File: src/rtl/sst_pkg.sv
package sst_pkg;
   // configuration field widths
   localparam int PRE_W = 3;
   localparam int POST_W = 2;
   localparam int WAIT_W = 8;
   localparam int CNT_W = 10;
   // reset values of the configuration
   localparam logic [PRE_W-1:0] PRE_RST = 3'h0;
   localparam logic [POST_W-1:0] POST_RST = 2'h0;
   localparam logic [WAIT_W-1:0] WAIT_RST = 8'h00;
   // auto-acknowledge value that hands acknowledge to this block
   localparam logic AUTO_ACK_OFF = 1'h0;
   // fixed offsets of the cycle, in bus clocks
   localparam logic [CNT_W-1:0] ACK_OFS = 10'h002;
   localparam logic [CNT_W-1:0] RDY_OFS = 10'h001;
   localparam logic [CNT_W-1:0] RDY_ACK_DLY = 10'h002;
   localparam logic [1:0] HOLD_CYC = 2'h3;
   // post-drive settings that stretch write cycles
   localparam logic [POST_W-1:0] POST_EXT1 = 2'h2;
   localparam logic [POST_W-1:0] POST_EXT2 = 2'h3;
   // cycle state
   typedef enum logic [2:0] {
      SST_IDLE = 3'b000,
      SST_PRE = 3'b001,
      SST_STROBE = 3'b010,
      SST_RDYW = 3'b011,
      SST_POST = 3'b100,
      SST_HOLD = 3'b101
   } sst_state_e;
endpackage

File: src/rtl/sst_sync.sv
`timescale 1ns/1ps
// two-flop synchroniser for the drive ready pin
module sst_sync (
   // clock and reset
   input wire logic ref_clk_i,
   input wire logic resetn_i,
   // pin and synchronised level
   input wire logic d_i,
   output logic q_o
);
   logic meta_r;
   // first flop feeds only the second
   always_ff @(posedge ref_clk_i) begin
      if (!resetn_i) begin
         meta_r <= 1'h1;
         q_o <= 1'h1;
      end else begin
         meta_r <= d_i;
         q_o <= meta_r;
      end
   end
endmodule

File: src/rtl/sst_strobe_ack.sv
`timescale 1ns/1ps
// Contract
// - card or drive on the shared strobes, never both
// - auto-acknowledge 0 with acknowledge generation enabled makes this block produce the acknowledge
// - read data captured wait count plus 3 clocks after strobe falls
// - strobe low for wait count plus 3 clocks
// - synchronised ready first sampled wait count plus 1 clock after strobe falls
// - post-drive 2 adds one write clock, 3 adds two
// - address and write data held 3 clocks after the post-drive clocks that follow acknowledge
// - strobes from select gated by direction; read strobe optional on write
// - separate 8-bit read and write wait counts from strobe start
// - ready handshake delays acknowledge; ack 2 to 3 clocks after ready
module sst_strobe_ack (
   // clock and reset
   input wire logic ref_clk_i,
   input wire logic resetn_i,
   // bus master request
   input wire logic strobe_region_select_i,
   input wire logic write_i,
   input wire logic [31:0] wdata_i,
   output logic transfer_ack_n_o,
   output logic [31:0] rdata_o,
   output logic hold_active_o,
   // configuration
   input wire logic auto_ack_enable_i,
   input wire logic ack_generation_enable_i,
   input wire logic ready_handshake_enable_i,
   input wire logic read_on_write_i,
   input wire logic buf1_on_strobe_cycles_i,
   input wire logic buf2_on_strobe_cycles_i,
   input wire logic [sst_pkg::PRE_W-1:0] strobe_predrive_count_i,
   input wire logic [sst_pkg::POST_W-1:0] strobe_postdrive_count_i,
   input wire logic [sst_pkg::WAIT_W-1:0] read_wait_count_i,
   input wire logic [sst_pkg::WAIT_W-1:0] write_wait_count_i,
   // drive or card pins
   input wire logic drive_ready_in_i,
   input wire logic [31:0] ext_data_i,
   output logic read_strobe_n_o,
   output logic write_strobe_n_o,
   output logic [31:0] ext_data_o,
   output logic ext_data_oe_o,
   output logic buf1_en_n_o,
   output logic buf2_en_n_o
);
   import sst_pkg::*;

   sst_state_e state_r;
   logic [CNT_W-1:0] cnt_r;
   logic [1:0] hold_r;
   logic wr_r;
   logic rdy_s;
   logic [CNT_W-1:0] rdy_cnt_r;
   logic rdy_seen_r;
   logic own_ack;
   logic [CNT_W-1:0] wait_ext;
   logic [CNT_W-1:0] post_len;

   // ready pin crosses into the bus clock
   sst_sync u_rdy_sync (
      .ref_clk_i(ref_clk_i),
      .resetn_i(resetn_i),
      .d_i(drive_ready_in_i),
      .q_o(rdy_s)
   );

   // this block owns the acknowledge only with auto-ack off and enabled
   assign own_ack = (auto_ack_enable_i == AUTO_ACK_OFF) &&
      ack_generation_enable_i;
   // per-direction wait count, widened to the counter
   assign wait_ext = wr_r ? {2'h0, write_wait_count_i}
      : {2'h0, read_wait_count_i};
   // post-drive length, writes stretched for settings 2 and 3
   always_comb begin
      post_len = {8'h00, strobe_postdrive_count_i};
      if (wr_r && strobe_postdrive_count_i == POST_EXT1) begin
         post_len = post_len + 10'h001;
      end else if (wr_r && strobe_postdrive_count_i == POST_EXT2) begin
         post_len = post_len + 10'h002;
      end
   end

   // cycle sequencer
   always_ff @(posedge ref_clk_i) begin
      if (!resetn_i) begin
         state_r <= SST_IDLE;
         cnt_r <= '0;
         wr_r <= 1'h0;
         hold_r <= 2'h0;
      end else begin
         unique case (state_r)
            SST_IDLE: begin
               if (strobe_region_select_i && own_ack) begin
                  wr_r <= write_i;
                  cnt_r <= {7'h00, strobe_predrive_count_i};
                  state_r <= (strobe_predrive_count_i == PRE_RST) ?
                     SST_STROBE : SST_PRE;
               end
            end
            SST_PRE: begin
               if (cnt_r <= 10'h001) begin
                  cnt_r <= '0;
                  state_r <= SST_STROBE;
               end else begin
                  cnt_r <= cnt_r - 10'h001;
               end
            end
            SST_STROBE: begin
               // strobe low for wait plus ack offset, then ack
               if (ready_handshake_enable_i &&
                   cnt_r == wait_ext + RDY_OFS && !rdy_s) begin
                  state_r <= SST_RDYW;
               end else if (cnt_r >= wait_ext + ACK_OFS) begin
                  cnt_r <= '0;
                  state_r <= SST_POST;
               end else begin
                  cnt_r <= cnt_r + 10'h001;
               end
            end
            SST_RDYW: begin
               // ack follows ready high by the fixed delay
               if (rdy_seen_r && rdy_cnt_r >= RDY_ACK_DLY) begin
                  cnt_r <= '0;
                  state_r <= SST_POST;
               end
            end
            SST_POST: begin
               if (cnt_r >= post_len) begin
                  hold_r <= HOLD_CYC;
                  state_r <= SST_HOLD;
               end else begin
                  cnt_r <= cnt_r + 10'h001;
               end
            end
            SST_HOLD: begin
               if (hold_r <= 2'h1) begin
                  hold_r <= 2'h0;
                  state_r <= SST_IDLE;
               end else begin
                  hold_r <= hold_r - 2'h1;
               end
            end
            default: state_r <= SST_IDLE;
         endcase
      end
   end

   // ready-high tracking while the cycle is stretched
   always_ff @(posedge ref_clk_i) begin
      if (!resetn_i) begin
         rdy_seen_r <= 1'h0;
         rdy_cnt_r <= '0;
      end else if (state_r != SST_RDYW) begin
         rdy_seen_r <= 1'h0;
         rdy_cnt_r <= '0;
      end else if (rdy_s) begin
         rdy_seen_r <= 1'h1;
         rdy_cnt_r <= rdy_cnt_r + 10'h001;
      end
   end

   // strobes: select gated with direction, read optionally on writes;
   // they stay low through the acknowledge cycle so data is still driven
   always_ff @(posedge ref_clk_i) begin
      if (!resetn_i) begin
         read_strobe_n_o <= 1'h1;
         write_strobe_n_o <= 1'h1;
      end else begin
         read_strobe_n_o <= !(((state_r == SST_STROBE) ||
            (state_r == SST_RDYW)) &&
            (!wr_r || read_on_write_i));
         write_strobe_n_o <= !(((state_r == SST_STROBE) ||
            (state_r == SST_RDYW)) &&
            wr_r);
      end
   end

   // acknowledge pulse and read data capture at the end of the strobe
   always_ff @(posedge ref_clk_i) begin
      if (!resetn_i) begin
         transfer_ack_n_o <= 1'h1;
         rdata_o <= 32'h0000_0000;
      end else begin
         transfer_ack_n_o <= 1'h1;
         if ((state_r == SST_STROBE && cnt_r >= wait_ext + ACK_OFS) ||
             (state_r == SST_RDYW && rdy_seen_r &&
              rdy_cnt_r >= RDY_ACK_DLY)) begin
            transfer_ack_n_o <= 1'h0;
         end
         // read data taken at the edge that sees the acknowledge low
         if (!transfer_ack_n_o && !wr_r) begin
            rdata_o <= ext_data_i;
         end
      end
   end

   // write data, address hold and buffer enables, buffers off in idle and hold
   always_ff @(posedge ref_clk_i) begin
      if (!resetn_i) begin
         ext_data_o <= 32'h0000_0000;
         ext_data_oe_o <= 1'h0;
         hold_active_o <= 1'h0;
         buf1_en_n_o <= 1'h1;
         buf2_en_n_o <= 1'h1;
      end else begin
         if (state_r == SST_IDLE && strobe_region_select_i && own_ack) begin
            ext_data_o <= wdata_i;
         end
         ext_data_oe_o <= wr_r && state_r != SST_IDLE;
         hold_active_o <= state_r == SST_HOLD;
         buf1_en_n_o <= !(buf1_on_strobe_cycles_i &&
            state_r != SST_IDLE && state_r != SST_HOLD);
         buf2_en_n_o <= !(buf2_on_strobe_cycles_i &&
            state_r != SST_IDLE && state_r != SST_HOLD);
      end
   end
endmodule

File: config.mk
export PLATFORM = sky130hd
export DESIGN_NAME = sst_strobe_ack
export DESIGN_NICKNAME = d
export VERILOG_FILES = /design/src/rtl/sst_pkg.sv /design/src/rtl/sst_sync.sv /design/src/rtl/sst_strobe_ack.sv
export SDC_FILE = /design/constraint.sdc
export NUM_CORES = 1
export LEC_CHECK = 0
export BUFFER_PORTS_ARGS = -buffer_cell sky130_fd_sc_hd__buf_2
export CORE_ASPECT_RATIO = 1.25
export CORE_MARGIN = 2
export CORE_UTILIZATION = 51
export CTS_BUF_LIST = sky130_fd_sc_hd__clkbuf_16
export DETAILED_ROUTE_END_ITERATION = 10
export PLACE_DENSITY_LB_ADDON = 0.05
export REMOVE_ABC_BUFFERS = 1
export SLEW_MARGIN = 20
export SYNTH_ARGS = -nofsm -noshare
export SYNTH_HDL_FRONTEND = slang
export SYNTH_SLANG_ARGS = --single-unit
File: constraint.sdc
create_clock -name ref_clk_i -period 4 [get_ports ref_clk_i]
set_input_delay 0.8 -clock ref_clk_i [delete_from_list [all_inputs] [get_ports ref_clk_i]]
set_output_delay 0.8 -clock ref_clk_i [all_outputs]
set_load 0.03 [all_outputs]
==> results of run 1 <==
[logic make-up (layout without fill, tap and decap cells)]
family | after synthesis | count (layout) | synth area share
AND/OR/NAND/NOR | 283 | 283 | 0.2428
flip-flops | 100 | 100 | 0.3820
buffers and inverters | 52 | 203 | 0.04536
XOR/XNOR | 29 | 29 | 0.04846
multiplexers | 14 | 14 | 0.03629
adder cells (fa/ha/maj) | 22 | 22 | 0.05252
AO/OA/AOI/OAI | 151 | 151 | 0.1926
[worst min path at each step]
stage | slack, ps | to | from
finish | 430 | u_rdy_sync.q_o | u_rdy_sync.meta_r
global route | 460 | u_rdy_sync.q_o | u_rdy_sync.meta_r
CTS | 440 | u_rdy_sync.q_o | u_rdy_sync.meta_r
detailed placement | 410 | u_rdy_sync.q_o | u_rdy_sync.meta_r
global placement | 390 | u_rdy_sync.q_o | u_rdy_sync.meta_r
floorplan | 390 | u_rdy_sync.q_o | u_rdy_sync.meta_r
[cell usage after synthesis, drive strengths merged (4+ instances only)]
cell type	number	share of area
nand3	15	0.014
nor2	31	0.022
a21oi	79	0.077
a211o	4	0.0067
o221ai	5	0.0084
or3	5	0.0060
xnor2	20	0.033
o31ai	4	0.0057
nor4	7	0.013
mux2i	10	0.026
nand4	6	0.0072
o21ai	12	0.011
ha	22	0.053
inv	11	0.0079
a21o	4	0.0057
mux2	4	0.010
or2	4	0.0048
nand2b	6	0.0072
buf	7	0.013
nand2	177	0.13
o211ai	5	0.0081
nor3	10	0.0095
dfxtp	100	0.38
clkbuf	33	0.024
and3	9	0.011
xor2	9	0.015
a211oi	6	0.0086
[where the power goes]
group          leakage (nW)  internal [mW]  switching, mW
logic                  1.80          0.391          0.599
registers             0.809           1.06         0.0983
clock network         0.136          0.433          0.401
total                  2.74           1.89           1.10
[per-stage QoR]
stage	instances	hold WS, ps	util
detailed placement	915	409.9	0.6083
global placement	915	392.5	0.6083
global route	931	461.6	0.6375
finish	931	432.1	0.6375
CTS	931	439.3	0.6366
floorplan	611	386.3	-
[layout by cell type (no fill, tap or decap), drive strengths merged, types with 9 or more instances in the layout]
cell | Yosys | routed
o21ai | 12 | 12
a21oi | 79 | 79
buf | 7 | 175
xor2 | 9 | 9
and3 | 9 | 9
nor2 | 31 | 31
mux2i | 10 | 10
clkbuf | 33 | 9
inv | 11 | 14
xnor2 | 20 | 20
nor3 | 10 | 10
nand2 | 177 | 177
dfxtp | 100 | 100
nand3 | 15 | 15
ha | 22 | 22
[worst max-delay path: cells and delay by family (launching register included)]
kind | cells | cell delay, ps
AO/OA/AOI/OAI | 4 | 1200
AND/OR/NAND/NOR | 4 | 740
flip-flops | 1 | 490
XOR/XNOR | 1 | 120
adder cells (fa/ha/maj) | 2 | 530
multiplexers | 1 | 420
[registers in the layout, summed over array words and instances (netlist names)]
register / flops
rdy_seen_r: 1
rdata_o: 32
hold_r: 2
wr_r: 1
transfer_ack_n_o: 1
buf1_en_n_o: 1
rdy_cnt_r: 10
hold_active_o: 1
state_r: 3
read_strobe_n_o: 1
ext_data_o: 32
write_strobe_n_o: 1
cnt_r: 10
buf2_en_n_o: 1
u_rdy_sync.meta_r: 1
u_rdy_sync.q_o: 1
ext_data_oe_o: 1
[per-layer routing]
| metal | routed length (um) | GRT usage | up-vias |
|---|---|---|---|
| met5 | 0 | 0 | - |
| met4 | 307 | 0.09058 | 0 |
| met1 | 5622 | 0.2951 | 2338 |
| met3 | 1113 | 0.05973 | 32 |
| li1 | - | - | 2550 |
| met2 | 6965 | 0.4313 | 191 |
[area by class of cell]
type | count | area, um^2 | area share
Multi-Input combinational cell | 499 | 3017 | 0.4706
Timing Repair Buffer | 175 | 898.4 | 0.1402
Clock inverter | 7 | 60.06 | 0.009370
Sequential cell | 100 | 2003 | 0.3125
Inverter | 12 | 45.04 | 0.007027
Clock buffer | 9 | 225.2 | 0.03514
Tap cell | 129 | 161.4 | 0.02518
[repair_timing]
item	CTS	global route
hold buffers	0	0
gates resized for setup	0	1
endpoints found under the setup margin	0	4
==> results.cfg, run 1 <==
[floorplan]
row_count = 41
fp.dieW_um = 94.68
core_mm2 = 0.01005
die_y_um = 117.3
initial_core_util = 0.5213
dieArea_mm2 = 0.01111
pin_count = 167

[placement]
port_buffers = 166
gp_congestion = 0.9113
dpl_cell_area_mm2 = 0.006116
hpwl_um = 10570
dp_slack_ps = 148.0

[synthesis]
synth_top_flop_cell = dfxtp_1
syn-mean-instance-area_um2 = 8.051
ys_seq_elements = 100
syn-instance-count = 651
async_flop_share = 0
synth_area_mm2 = 0.005241
yosysSeqAreaShare = 0.3820
ys.warnings.count = 0
synth_edf_count = 0
synth.distinct_cells = 62

[sta]
tightest_slew_ps = 855.8
slew_violations = 0
final-setup-viol-count = 0
setup_slack_ps = 399.8
maxSlewHeadroom = 0.4287
rsz0062_at_grt = no
finalHoldViolCount = 0
tns_ps = 0
period_share = 0.9001
timing.fmax_ghz = 0.2778
fin_crit_ps = 3600
fin_skew_ps = 8.568

[critical_path]
endpoint = cnt_r[4]
crit_fanout = 9
end_kind = register
worstReg2RegEnd = cnt_r[4]
regToRegStartpoint = wr_r
crit_arrival_ps = 3850
cp-startpoint = wr_r
cp_cell_sequence = mux2_2, ha_1, nand3_1, xnor2_1, ha_1, a21o_1, a2111oi_0, nand2_1, a21oi_2, nor2_1, or2_2, a311oi_2
reg2reg_depth = 12
critPathSlowestCell = a2111oi_0
crit_type = reg -> reg
r2r_slack_ps = 400
critPathRequiredTime_ps = 4250
crit_top_cell = ha_1
max_stage_delay_ps = 530
start_kind = register

[cts]
ctsLongestPathBuffers = 2
tritoncts = done
cts_setup_buffers = 0
clkTransAtPathRegs_ps = 70
clock_sinks = 100
insertion_delay_ps = 350
cts.htree.levels = 3
cts-root-buf = clkbuf_16
cts_buffers = 9

[route]
dr.pass1.iters = 5
drt-total-wl_um = 14010
post_drt_wl_per_cell_um = 15.05
vias_per_cell = 5.490
drc = 0
drtIter0Drc = 221
ant_nets = 0
vias = 5111

[hold_path]
holdPathStages = 1
min_path_type = reg -> reg

[layout]
nets = 915
layout-drive-gt1-share = 0.2793
fin_area_mm2 = 0.006410
area_growth_pct = 22.30
nFillCells = 914
insertedDiodeCount = 0

[run]
cap_violations = 0

[status]
outcome = finished clean

[global_route]
antenna_found_initial = 0
grtUsageTotal = 0.2495
overflow = 0
grt_max_degree = 48
grt_pass1_vias = 4794
grt_pass1_wl_um = 22560

[power]
total_power_mw = 2.984
power.density_mw_per_mm2 = 465.5
total_leakage_power_nw = 2.741
ir_drop_mv = 0.3155
Note: power is estimated with default switching activity, not from simulation.
==> run 2, diff against run 1 <==
Settings changed: CORE_UTILIZATION 51 to 55, TNS_END_PERCENT set to 50.
Clock period 4 ns to 4.5 ns, I/O delays scaled along.
==> run 2 against run 1 <==
  * Wire length grew 0.15%
  * Worst hold slack worse by 13 ps
  * Sequential share of layout area grew 0.084 points
  * Maximum frequency decreased by 11%
  * Count of clock-buffer cells in the layout is the same
==> results.cfg, run 2 (synthesis results as in run 1) <==
[route]
drt-total-wl_um = 14030
ant_nets = 0
post_drt_wl_per_cell_um = 15.25
vias = 5156
drtIter0Drc = 227
drc = 0
dr.pass1.iters = 5
vias_per_cell = 5.604

[power]
total_leakage_power_nw = 2.741
total_power_mw = 2.696
power_switching_uw = 933.6
p_clk_frac = 0.296
power.density_mw_per_mm2 = 421.9
p_seq_frac = 0.383
p_comb_frac = 0.320
ir_drop_mv = 0.2295
p_int_mw = 1.762
switching_share = 0.3463

[cts]
ctsHoldBuffers = 0
cts_resized = 0
clock_sinks = 100
cts-root-buf = clkbuf_16
cts_buffers = 9
cts_setup_buffers = 0
clkTransAtPathRegs_ps = 70
tritoncts = done
insertion_delay_ps = 340
cts.htree.levels = 3
ctsLongestPathBuffers = 2

[sta]
finalHoldViolCount = 0
rsz0062_at_grt = no
tns_ps = 0
fin_skew_ps = 9.422
setup_slack_ps = 457.3
period_share = 0.8984
tightest_slew_ps = 709.7
maxSlewHeadroom = 0.5146
timing.fmax_ghz = 0.2474
final-setup-viol-count = 0
fin_crit_ps = 4043
fin_hold_ws_ps = 419.4
slew_violations = 0

[run]
cap_violations = 0

[global_route]
grtUsageTotal = 0.2665
grt_max_degree = 49
overflow = 0
antenna_found_initial = 0
grt_pass1_vias = 4895
grt_pass1_wl_um = 22660

[layout]
area_growth_pct = 21.89
nets = 910
multi_input_area_mm2 = 0.003017
final_common_cell = nand2_1
nFillCells = 793
fin_area_mm2 = 0.006389
regArea_mm2 = 0.002002
post-route-util = 0.6927
finalNonFillerCells = 920
insertedDiodeCount = 0
layout-drive-gt1-share = 0.2698
final_cell_mix = nand2_1, buf_2, dfxtp_1, a21oi_1, nor2_1
top_regs = ext_data_o: 32 flops, rdata_o: 32 flops

[critical_path]
end_kind = register
crit_top_cell = ha_1
critPathSlowestCell = dfxtp_1
start_kind = register
max_stage_delay_ps = 610
cp_cell_sequence = mux2i_4, inv_2, ha_1, nand3_1, xnor2_1, ha_1, a21o_1, a2111oi_0, nand2_1, a21oi_2, nor2_1, or2_2, a311oi_2
crit_type = reg -> reg
crit_arrival_ps = 4300
crit_fanout = 10
critPathRequiredTime_ps = 4750

[floorplan]
core_mm2 = 0.009223
pin_count = 167
row_count = 39
initial_core_util = 0.5683
die_y_um = 113.1
dieArea_mm2 = 0.01033
fp.dieW_um = 91.32

[placement]
gp_congestion = 0.9058
dpl_cell_area_mm2 = 0.006071
dp_slack_ps = 272.7
port_buffers = 166
hpwl_um = 10530
placedCellCount = 904

[status]
outcome = finished clean

[hold_path]
min_path_type = reg -> reg
-- run 2: changes by cell type in the layout (fill, tap and decap cells not counted) --
| cell | before | now |
|---|---|---|
| inv_6 | 1 | 0 |
| clkinvlp_4 | 2 | 0 |
| inv_8 | 2 | 0 |
| buf_4 | 9 | 4 |
| dfxtp_1 | 99 | 100 |
| dfxtp_2 | 1 | 0 |
| bufinv_16 | 0 | 2 |
| inv_1 | 9 | 12 |
-- run 2: area by class of cell --
type | count | share of cell area
Clock buffer | 9 | 0.03525
Tap cell | 123 | 0.02409
Sequential cell | 100 | 0.3134
Clock inverter | 7 | 0.01332
Inverter | 12 | 0.007051
Timing Repair Buffer | 170 | 0.1347
Multi-Input combinational cell | 499 | 0.4722
-- run 2: worst max-delay path, delay by kind of cell, from the launching register on --
family	cells	cell delay, ps
compound gates	4	1370
simple gates	4	790
flops	1	610
fa+ha+maj	2	550
mux	1	390
xor+xnor	1	120
buf+inv	1	100
-- run 2: path summary, 6_finish.rpt --
| kind | from | end | slack, ps | cells after the start |
|---|---|---|---|---|
| worst min-delay path | u_rdy_sync.meta_r | u_rdy_sync.q_o | 420 | 1 |
| worst min register to register | u_rdy_sync.meta_r | u_rdy_sync.q_o | 420 | 1 |
| worst max register to register | wr_r | cnt_r[4] | 460 | 13 |
| worst max-delay path | wr_r | cnt_r[4] | 460 | 13 |
-- run 2: per-layer routing --
layer  global-route usage  part of all wire  wire length, um  vias up
met2               0.4721              0.50             7013      200
met4               0.1182             0.030              425        0
met1               0.3172              0.41             5694     2375
met3              0.04328             0.064              895       38
li1                     -                 -                -     2543
met5                    0                 0                0        -
-- run 2: power by group through the flow --
stage,Clock [mW],Combinational [mW],Sequential [mW]
floorplan,0,0.555,1.09
global placement,0,0.830,1.05
detailed placement,0,0.848,1.05
CTS,0.809,0.854,1.03
global route,0.852,0.944,1.04
finish,0.799,0.863,1.03
